`src/rtl/gate_scan_pkg.sv`:
```
// gate_scan_pkg: shared constants and carriers for the gate row-scan shifter
// assumes a single 20 MHz system clock domain
package gate_scan_pkg;
  // chain geometry
  localparam int unsigned STAGE_COUNT   = 200;
  localparam int unsigned MID_FIRST     = 96;   // zero-based index of gate 97
  localparam int unsigned MID_LAST      = 103;  // zero-based index of gate 104
  // system clock
  localparam int unsigned CLK_PERIOD_NS = 50;
  // least clear pulse, in microseconds and in cycles (rounded up)
  localparam int unsigned CLEAR_MIN_US  = 1;
  localparam int unsigned CLEAR_MIN_CYC = (CLEAR_MIN_US * 1000 + CLK_PERIOD_NS - 1) / CLK_PERIOD_NS;
  // synchroniser depth for pin inputs
  localparam int unsigned SYNC_DEPTH    = 3;
  // reset values
  localparam logic        PORT_RESET    = 1'b0;
  // static strap pins gathered together
  typedef struct packed {
    logic dir_fwd;   // high: a to b, gate 1 toward 200
    logic count_192; // high: middle eight stages bypassed
    logic clear;     // high: all gate outputs low
  } scan_ctrl_s;
endpackage

```
`src/rtl/gate_scan_shift_register.sv`:
```
// gate_scan_shift_register: 200-stage bidirectional row-scan shifter
// assumes scan pins are asynchronous to clk_in and far slower (<=100 kHz)
// Contract
// - 200 stages, each drives one gate
// - capture input port bit on scan rise
// - every rise shifts chain one stage
// - far end bit out on scan fall
// - select high: a in, b out, upward
// - select low: b in, a out, downward
// - count select picks 200 or 192
// - 192 mode holds gates 97-104 low
// - 192 mode links stage 96 to 105
// - clear high forces all gates low
`timescale 1ns/1ps
`default_nettype none
module gate_scan_shift_register
(
  // clock and reset
  input  wire logic                                  clk_in,
  input  wire logic                                  rst_in,
  // scan clock and static selects
  input  wire logic                                  scan_clock_in,
  input  wire logic                                  scan_direction_select_in,
  input  wire logic                                  count_select_in,
  input  wire logic                                  output_clear_in,
  // data port a, three-signal two-way pin
  input  wire logic                                  data_port_a_in,
  output logic                                       data_port_a_out,
  output logic                                       data_port_a_oe_n_out,
  // data port b, three-signal two-way pin
  input  wire logic                                  data_port_b_in,
  output logic                                       data_port_b_out,
  output logic                                       data_port_b_oe_n_out,
  // gate outputs, bit 0 is gate 1
  output logic [gate_scan_pkg::STAGE_COUNT-1:0]      gate_outputs_out
);
  localparam int unsigned N = gate_scan_pkg::STAGE_COUNT;

  ////////////////////////////////////////////////////////////////////////
  // synchronised inputs
  logic                       scan_rise;   // scan clock rising pulse
  logic                       scan_fall;   // scan clock falling pulse
  logic                       dir_lvl;     // filtered direction select
  logic                       cnt_lvl;     // filtered count select
  logic                       clr_lvl;     // filtered output clear
  logic                       a_lvl;       // filtered port a
  logic                       b_lvl;       // filtered port b
  gate_scan_pkg::scan_ctrl_s  ctrl;        // grouped strap levels

  // scan clock edges
  pin_sync u_sync_clk (.clk_in(clk_in), .rst_in(rst_in), .pin_in(scan_clock_in),
                       .level_out(), .rise_out(scan_rise), .fall_out(scan_fall));
  // direction select
  pin_sync u_sync_dir (.clk_in(clk_in), .rst_in(rst_in), .pin_in(scan_direction_select_in),
                       .level_out(dir_lvl), .rise_out(), .fall_out());
  // count select
  // count select strap
  pin_sync u_sync_cnt (.clk_in(clk_in), .rst_in(rst_in), .pin_in(count_select_in),
                       .level_out(cnt_lvl), .rise_out(), .fall_out());
  // output clear
  pin_sync u_sync_clr (.clk_in(clk_in), .rst_in(rst_in), .pin_in(output_clear_in),
                       .level_out(clr_lvl), .rise_out(), .fall_out());
  // port a data
  pin_sync u_sync_a   (.clk_in(clk_in), .rst_in(rst_in), .pin_in(data_port_a_in),
                       .level_out(a_lvl), .rise_out(), .fall_out());
  // port b data
  pin_sync u_sync_b   (.clk_in(clk_in), .rst_in(rst_in), .pin_in(data_port_b_in),
                       .level_out(b_lvl), .rise_out(), .fall_out());

  // pack straps
  always_comb
  begin
    ctrl.dir_fwd   = dir_lvl;
    ctrl.count_192 = cnt_lvl;
    ctrl.clear     = clr_lvl;
  end

  // middle-range test, used by output masking only
  function automatic logic is_mid(input int unsigned idx);
    is_mid = (idx >= gate_scan_pkg::MID_FIRST) && (idx <= gate_scan_pkg::MID_LAST);
  endfunction

  ////////////////////////////////////////////////////////////////////////
  // shift chain
  logic [N-1:0] chain;        // stage bits, bit 0 is gate 1
  logic [N-1:0] next_chain;
  logic [N-1:0] up_src;       // source of each stage when shifting upward
  logic [N-1:0] dn_src;       // source of each stage when shifting downward

  // per-stage sources in both directions
  genvar g;
  generate
    for (g = 0; g < N; g++)
    begin : g_src
      if (g == 0)
      begin : g_lo
        assign up_src[g] = a_lvl;
      end
      else if (g == gate_scan_pkg::MID_LAST + 1)
      begin : g_hi_gap
        assign up_src[g] = ctrl.count_192 ? chain[gate_scan_pkg::MID_FIRST-1] : chain[g-1];
      end
      else
      begin : g_up
        assign up_src[g] = chain[g-1];
      end
      if (g == N - 1)
      begin : g_top
        assign dn_src[g] = b_lvl;
      end
      else if (g == gate_scan_pkg::MID_FIRST - 1)
      begin : g_lo_gap
        assign dn_src[g] = ctrl.count_192 ? chain[gate_scan_pkg::MID_LAST+1] : chain[g+1];
      end
      else
      begin : g_dn
        assign dn_src[g] = chain[g+1];
      end
    end
  endgenerate

  // next chain: shift on every scan rise, clear never touches it
  always_comb
  begin
    next_chain = chain;
    if (scan_rise)
    begin
      if (ctrl.dir_fwd)
        next_chain = up_src;
      else
        next_chain = dn_src;
    end
  end

  // register chain
  always_ff @(posedge clk_in)
  begin
    if (rst_in)
      chain <= '0;
    else
      chain <= next_chain;
  end

  ////////////////////////////////////////////////////////////////////////
  // gate outputs
  logic [N-1:0] next_gates;

  // mask: middle eight in 192 mode, then clear
  always_comb
  begin
    for (int unsigned i = 0; i < N; i++)
    begin
      next_gates[i] = chain[i];
      if (ctrl.count_192 && is_mid(i))
        next_gates[i] = 1'b0;
      if (ctrl.clear)
        next_gates[i] = 1'b0;
    end
  end

  // register gates
  always_ff @(posedge clk_in)
  begin
    if (rst_in)
      gate_outputs_out <= '0;
    else
      gate_outputs_out <= next_gates;
  end

  ////////////////////////////////////////////////////////////////////////
  // cascade port drive
  logic next_a_out;
  logic next_b_out;
  logic next_a_oe_n;
  logic next_b_oe_n;

  // far-end bit leaves on scan fall, enables follow direction
  always_comb
  begin
    next_a_out  = data_port_a_out;
    next_b_out  = data_port_b_out;
    next_a_oe_n = ctrl.dir_fwd;
    next_b_oe_n = ~ctrl.dir_fwd;
    if (scan_fall)
    begin
      if (ctrl.dir_fwd)
        next_b_out = chain[N-1];
      else
        next_a_out = chain[0];
    end
  end

  // register port drive; both ports released during reset
  always_ff @(posedge clk_in)
  begin
    if (rst_in)
    begin
      data_port_a_out      <= gate_scan_pkg::PORT_RESET;
      data_port_b_out      <= gate_scan_pkg::PORT_RESET;
      data_port_a_oe_n_out <= 1'b1;
      data_port_b_oe_n_out <= 1'b1;
    end
    else
    begin
      data_port_a_out      <= next_a_out;
      data_port_b_out      <= next_b_out;
      data_port_a_oe_n_out <= next_a_oe_n;
      data_port_b_oe_n_out <= next_b_oe_n;
    end
  end
endmodule
`default_nettype wire

```
`src/rtl/pin_sync.sv`:
```
// pin_sync: three-flop synchroniser with second/third agreement filter
// assumes the input comes from outside the clk_in domain
`timescale 1ns/1ps
`default_nettype none
module pin_sync
(
  // clock and reset
  input  wire logic clk_in,
  input  wire logic rst_in,
  // pin side
  input  wire logic pin_in,
  // filtered level and edges
  output logic      level_out,
  output logic      rise_out,
  output logic      fall_out
);
  logic [2:0] stage;        // synchroniser flops
  logic [2:0] next_stage;
  logic       next_level;   // filtered level
  logic       next_rise;
  logic       next_fall;

  // shift chain and filter: level changes once stages 1 and 2 agree
  always_comb
  begin
    next_stage = {stage[1:0], pin_in};
    next_level = level_out;
    next_rise  = 1'b0;
    next_fall  = 1'b0;
    if (stage[1] == stage[2] && stage[2] != level_out)
    begin
      next_level = stage[2];
      next_rise  = stage[2];
      next_fall  = ~stage[2];
    end
  end

  // register state
  always_ff @(posedge clk_in)
  begin
    if (rst_in)
    begin
      stage     <= 3'h0;
      level_out <= 1'b0;
      rise_out  <= 1'b0;
      fall_out  <= 1'b0;
    end
    else
    begin
      stage     <= next_stage;
      level_out <= next_level;
      rise_out  <= next_rise;
      fall_out  <= next_fall;
    end
  end
endmodule
`default_nettype wire

```
`config.mk`:
```
export PLATFORM = sky130hd
export DESIGN_NAME = gate_scan_shift_register
export DESIGN_NICKNAME = d
export VERILOG_FILES = /design/src/rtl/gate_scan_pkg.sv /design/src/rtl/gate_scan_shift_register.sv /design/src/rtl/pin_sync.sv
export SDC_FILE = /design/constraint.sdc
export NUM_CORES = 1
export LEC_CHECK = 0
export BUFFER_PORTS_ARGS = -buffer_cell sky130_fd_sc_hd__buf_2
export CAP_MARGIN = 20
export CORE_MARGIN = 5
export CORE_UTILIZATION = 50
export CTS_CLUSTER_SIZE = 20
export DETAILED_ROUTE_END_ITERATION = 6
export PLACE_DENSITY_LB_ADDON = 0.25
export RECOVER_POWER = 100
export SYNTH_ARGS = -nofsm -noshare
export SYNTH_HDL_FRONTEND = slang
export SYNTH_SLANG_ARGS = --single-unit
```
`constraint.sdc`:
```
create_clock -name clk_in -period 1.7 [get_ports clk_in]
set_clock_uncertainty 0.2 [all_clocks]
set_input_delay 0 -clock clk_in [delete_from_list [all_inputs] [get_ports clk_in]]
set_output_delay 0 -clock clk_in [all_outputs]
set_load 0.01 [all_outputs]
```
==> results of run 1 <==
worst register-to-register path, delay by kind of cell (launching register included):
kind	cells	cell delay [ps]
and+or+nand+nor	2	660
DFF	1	330
buffers and inverters	1	300
power by group:
part	switching, mW	total (mW)	internal (mW)	leakage, nW
clock network	3.81	10.3	6.45	0.778
logic	0.210	0.323	0.114	1.44
registers	0.0317	10.2	10.1	3.47
total	4.05	20.7	16.7	5.69
final timing paths:
check | from | to | cells past startpoint
max | u_sync_clr.level_out | gate_outputs_out[91] | 3
min | rst_in | u_sync_clr.level_out | 3
max reg2reg | u_sync_clr.level_out | gate_outputs_out[91] | 3
min reg2reg | u_sync_clr.stage[0] | u_sync_clr.stage[1] | 1
flip-flops by register name, summed over array words and instances, names as in the netlist, 3 cells and up:
signal,cells
u_sync_a.stage,3
u_sync_clk.stage,3
chain,200
u_sync_dir.stage,3
u_sync_b.stage,3
u_sync_clr.stage,3
u_sync_cnt.stage,3
gate_outputs_out,200
cell type report:
class,count,area [um2],area share [%]
multi-input combinational,853,5810,32.5
sequential,430,8620,48.2
clock inverter,20,313,1.75
clock buffer,58,1260,7.07
timing repair buffer,257,1400,7.81
tap,390,488,2.73
kinds of logic (layout without fill, tap and decap cells):
| logic type | after synthesis | count (layout) | synth area share (%) |
|---|---|---|---|
| simple gates | 436 | 436 | 14.7 |
| flops | 430 | 430 | 57.4 |
| compound gates | 216 | 216 | 10.6 |
| mux | 201 | 201 | 13.4 |
| buf+inv | 114 | 335 | 3.83 |
routing by layer:
layer	up-vias	global-route usage [%]	routed length, um
met5	-	0	0
met3	39	3.29	1600
met4	0	4.02	452
met2	217	27.6	13500
li1	5183	-	-
met1	4751	24.4	14100
placed cells by master, fill, tap and decap left out, types with 3 or more instances in the layout:
cell type,n
clkinv_2,8
buf_2,6
nand2_1,8
dfxtp_1,428
nor2_1,199
and2_0,98
clkbuf_1,211
o21ai_0,7
and2_1,102
buf_12,17
nor2b_1,20
mux2i_1,200
a211oi_1,198
clkbuf_8,10
nand2b_1,3
bufinv_16,8
a21oi_1,9
clkbuf_16,45
buf_4,10
dlygate4sd3_1,13
stage by stage:
stage	setup WS [ps]	hold slack, ps	instances
after floorplan	311	-71.8	1397
after global placement	266	17.8	1917
after detailed placement	227	21.5	1917
after CTS	155	149	2008
after global routing	36.7	184	2008
final	136	177	2008
repair_timing:
| item | CTS | global route |
|---|---|---|
| endpoints found under the setup margin | 0 | 0 |
| hold buffers | 13 | 0 |
| hold endpoints to repair | 213 | 0 |
==> summary.txt, run 1 <==
Timing
  • Worst Tran Pin Value: roughly 520 ps
  • RSZ-0062 raised after global routing: false
  • Final setup violation count: 0
  • Max Fclk: 0.639 GHz
  • Slew margin rel.: 65.4%
  • Final setup TNS: 0 ps
  • Slew Limit Fails: 0
  • Tmin final: approximately 1600 ps
  • Final hold viol count: 0
  • Period utilization: 92.0%

Logic synthesis
  • Sequential share of the synthesized area: around 57%
  • Post-Syn Nets: approximately 1400
  • Avg Synthesized Cell Area: 10.7 um2
  • Main flop type after synthesis: dfxtp_1
  • Area leader, netlist: dfxtp_1
  • Yosys Warn Count: 0
  • Top cell type's share of synthesized area: 57.4%
  • Mapped Area: 15000 um2
  • Yosys reg bits: between 400 and 500
  • Count of different cell masters after synthesis: 23
  • Synth async-reset ratio: 0%
  • Most frequent cell after synthesis: dfxtp_1
  • Synth area leaders: dfxtp_1 (57%), mux2i_1 (13%), a211oi_1 (9.9%), and2_1 (8.3%), nor2_1 (5.0%)
  • Cells after Synth: 1397
  • Top cells by count, synth: dfxtp_1 (430), and2_1 (200), mux2i_1 (200), nor2_1 (200), a211oi_1 (198)
  • Number of flops mapped to enable cells by yosys: 0

Power
  • Total chip power: slightly above 20 mW
  • Power per cell area: about 1200 nW/um2
  • Pleak: 5.69 nW
  • Peak VDD IR: 0.681 mV

Critical path
  • Critical path arrival: 1800 ps
  • Worst-path cell chain: nor2_2 > buf_12 > and2_0
  • Crit path max fanout: 65
  • Crit start category: flop
  • Buf/Inv on CP: 1
  • Worst path required time: around 1900 ps
  • Endpoint class of the critical path: flop
  • Reg2reg setup slack: 140 ps
  • Max stage delay on crit path: 420 ps
  • Critical Setup Path Class: flop to flop
  • Delay-heaviest family, CP: simple AND/OR/NAND/NOR gates
  • Slowest-stage cell, CP: nor2_2

Routing
  • DR WL/cell: 14.8 um
  • Initial DRT Pass Iterations: 5
  • Final wirelength: between 20000 and 30000 um
  • Via/cell ratio: ~5.1
  • Vias: 10200
  • Routed Antenna Nets: 0
  • DRC Markers: 0
  • First DRT Iteration DRCs: 495

Global routing
  • First-pass GRT wire length: 50100 um
  • GRT Total Usage: around 17%
  • Initial antenna violation count: 0
  • Grt total ovfl: 0
  • Largest net degree at the start of global routing: roughly 130
  • Number of global-route vias before repair: 9848

Clock tree
  • Latest clock arrival within the worst-skew pair: 520 ps
  • Post-CTS Resized: 0
  • CTS clock-pin slew for the worst setup and hold paths: 60 ps
  • CTS tree: yes
  • Clk sink count: 430
  • Post-CTS Setup Inserts: 0
  • CTS buffer count: 43
  • CTS Root Cell: clkbuf_16
  • H-tree Lvls: 2
  • Max clock buf depth: 3

Layout
  • Post-layout util: 60.4%
  • Antenna fix cells: 0
  • Layout cell share with drive strength beyond 1: 7.23%
  • Filler cells: 2588
  • Area grow syn2layout: 19.3%
  • Final net count: 1593
  • Final Cell Area: about 18000 um2

Run status
  • Status: finished clean

Die
  • IO Pins: 212
  • # rows: 63
  • Die width: roughly 180 um
  • Die Ht: 183 um
  • Die area: 33500 um2
  • Initial Utilization: 50.6%
  • CORE AREA: ~30000 um2

Placed design
  • Placed wire-length estimate: 18800 um
  • Placer Congestion: 0.744
  • # port buffers: 211
  • Placed cell areas: 16500 um2

Job
  • Max-Cap Viols: 0

Hold path
  • Hold Crit Class: primary input to flop
Power figures use the tool's default switching activity.
==> run 2, diff against run 1 <==
--- a/config.mk
+++ b/config.mk
@@ -9,6 +9,7 @@
 export CAP_MARGIN = 20
 export CORE_MARGIN = 5
 export CORE_UTILIZATION = 50
+export CTS_BUF_LIST = sky130_fd_sc_hd__clkbuf_16
 export CTS_CLUSTER_SIZE = 20
 export DETAILED_ROUTE_END_ITERATION = 6
 export PLACE_DENSITY_LB_ADDON = 0.25
==> run 2 against run 1 <==
Net effect:
- setup slack improved by 0.88 ps
- sequential power hardly changed
- global-route usage is essentially flat
- clock power is 5% lower
- die area is the same
- first-iteration DRC count rose by 3.4%
- largest power group is now registers
- routed wire length barely moved
- non-clock buffer count unchanged
==> summary.txt, run 2 (synthesis results as in run 1) <==
Layout
  • Commonest non-fill, non-tap cell in the layout: dfxtp_1
  • Multi-input gate area: 5810 um2 (unchanged)
  • Layout cell share with drive strength beyond 1: 6.74% (-0.49 points)
  • Storage cell area: 8620 um2 (unchanged)
  • Area grow syn2layout: 18.8%
  • Final net count: 1593 (unchanged)
  • Largest regs: chain: 200 flops, gate_outputs_out: 200 flops
  • Most frequent cells in the layout: dfxtp_1 (428), clkbuf_1 (206), mux2i_1 (200)
  • Antenna fix cells: 0 (unchanged)
  • Filler cells: 2591 (+0.12%)

Placed design
  • Placer Congestion: 0.744 (unchanged)
  • Placed wire-length estimate: 18800 um (unchanged)
  • # port buffers: 211 (unchanged)
  • Post-Place Worst Slack: 227 ps (unchanged)

Clock tree
  • CTS tree: yes
  • Post-CTS Setup Inserts: 0 (unchanged)
  • CTS clock-pin slew for the worst setup and hold paths: 60 ps (about the same)
  • Post-CTS Resized: 0 (unchanged)
  • Max clock buf depth: 3 (unchanged)
  • Latest clock arrival within the worst-skew pair: 520 ps (about the same)
  • CTS Hold Bufs: 13 (unchanged)
  • Clk sink count: 430 (unchanged)
  • CTS buffer count: 43 (unchanged)
  • CTS Root Cell: clkbuf_16
  • H-tree Lvls: 2 (unchanged)

Critical path
  • Endpoint class of the critical path: flop
  • Worst path required time: 1940 ps (about the same)
  • Worst reg2reg path depth: 3 (unchanged)
  • Critical Setup Path Class: flop to flop
  • Crit path max fanout: 65 (unchanged)
  • Critical path arrival: 1800 ps (about the same)
  • Crit start category: flop

Timing
  • Hold slack: 175 ps (-1.80 ps)
  • Final setup TNS: 0 ps (unchanged)
  • Final hold viol count: 0 (unchanged)
  • Worst Tran Pin Value: 517 ps (-1.20 ps)
  • Final setup violation count: 0 (unchanged)
  • Slew Limit Fails: 0 (unchanged)
  • Post-route setup slack: 137 ps (+0.880 ps)
  • RSZ-0062 raised after global routing: false
  • Max Fclk: 0.640 GHz (about the same)
  • Tmin final: 1560 ps (-0.880 ps)
  • Slew margin rel.: 65.5% (+0.080 points)
  • Period utilization: 92.0% (about the same)

Routing
  • Initial DRT Pass Iterations: 4 (-1)
  • Final wirelength: 29600 um (about the same)
  • Routed Antenna Nets: 0 (unchanged)
  • DRC Markers: 0 (unchanged)
  • First DRT Iteration DRCs: 512 (+3.4%)
  • DR WL/cell: 14.8 um (about the same)
  • Vias: 10200 (+0.45%)
  • Via/cell ratio: 5.10 (+0.45%)

Power
  • Combinational Power Share: 1.6% (about the same)
  • Clock power share: 48.4% (-1.1 points)
  • Peak VDD IR: 0.687 mV (+0.87%)
  • Net switching power: 4.05 mW (about the same)
  • Pleak: 5.66 nW (-0.50%)
  • Total chip power: 20.3 mW (-2.1%)
  • Sequential share of power: 50.0% (+1.0 points)
  • Sw Share: 19.9% (+0.40 points)
  • Internal Power: 16.2 mW (-2.6%)
  • Power per cell area: 1140 nW/um2 (-1.6%)

Die
  • IO Pins: 212 (unchanged)
  • Initial Utilization: 50.6% (unchanged)
  • # rows: 63 (unchanged)
  • Die width: 183 um (unchanged)
  • Die area: 33500 um2 (unchanged)
  • CORE AREA: 29600 um2 (unchanged)
  • Die Ht: 183 um (unchanged)

Global routing
  • Initial antenna violation count: 0 (unchanged)
  • Largest net degree at the start of global routing: 127 (unchanged)
  • Number of global-route vias before repair: 9835 (-0.13%)
  • Grt total ovfl: 0 (unchanged)
  • GRT Total Usage: 17.2% (about the same)
  • First-pass GRT wire length: 50000 um (-0.11%)

Hold path
  • Hold Crit Class: primary input to flop
  • Hold depth: 3 (unchanged)

Job
  • Max-Cap Viols: 0 (unchanged)

Run status
  • Status: finished clean
run 2: changes by cell type in the layout (fill, tap and decap cells not counted):
cell,previous run,this run
clkbuf_1,211,206
and2_1,102,103
clkbuf_8,10,1
clkinv_1,0,9
inv_1,0,4
buf_4,10,11
and2_0,98,97
run 2: cell type report:
| class | instances | share of cell area [%] |
|---|---|---|
| clock buffer | 45 | 6.33 |
| clock inverter | 33 | 2.03 |
| multi-input combinational | 853 | 32.6 |
| sequential | 430 | 48.4 |
| tap | 390 | 2.74 |
| timing repair buffer | 257 | 7.87 |
run 2: path summary, 6_finish.rpt:
kind	slack, ps	startpoint	to
worst max-delay path	140	u_sync_clr.level_out	gate_outputs_out[91]
worst min-delay path	180	rst_in	u_sync_clr.level_out
worst max register to register	140	u_sync_clr.level_out	gate_outputs_out[91]
worst min register to register	230	u_sync_clr.stage[0]	u_sync_clr.stage[1]
run 2: power groups by stage:
stage | combinational [mW] | sequential [mW] | clock, mW
final | 0.324 | 10.2 | 9.82
after global routing | 0.359 | 10.2 | 10.5
after CTS | 0.333 | 10.2 | 10.0
after detailed placement | 0.310 | 10.4 | 0
after global placement | 0.305 | 10.4 | 0
after floorplan | 0.203 | 10.4 | 0
run 2: layer usage:
metal,vias up,track usage (%),share of wire [%]
met2,216,27.6,46
met3,38,3.39,5.5
met5,-,0,0
met4,0,3.93,1.5
met1,4804,24.3,47
li1,5178,-,-
run 2: stage by stage:
step | util (%) | cells | instance area, um2
final | 60.1 | 2008 | 17800
after global routing | 60.1 | 2008 | 17800
after CTS | 61.1 | 2008 | 18100
after detailed placement | 55.6 | 1917 | 16500
after global placement | 55.6 | 1917 | 16500
after floorplan | - | 1397 | 15000
run 2: worst max-delay path, cell delays in order (launching register included):
cell	delay [ps]
dfxtp_1	330
nor2_2	420
buf_12	300
and2_0	220
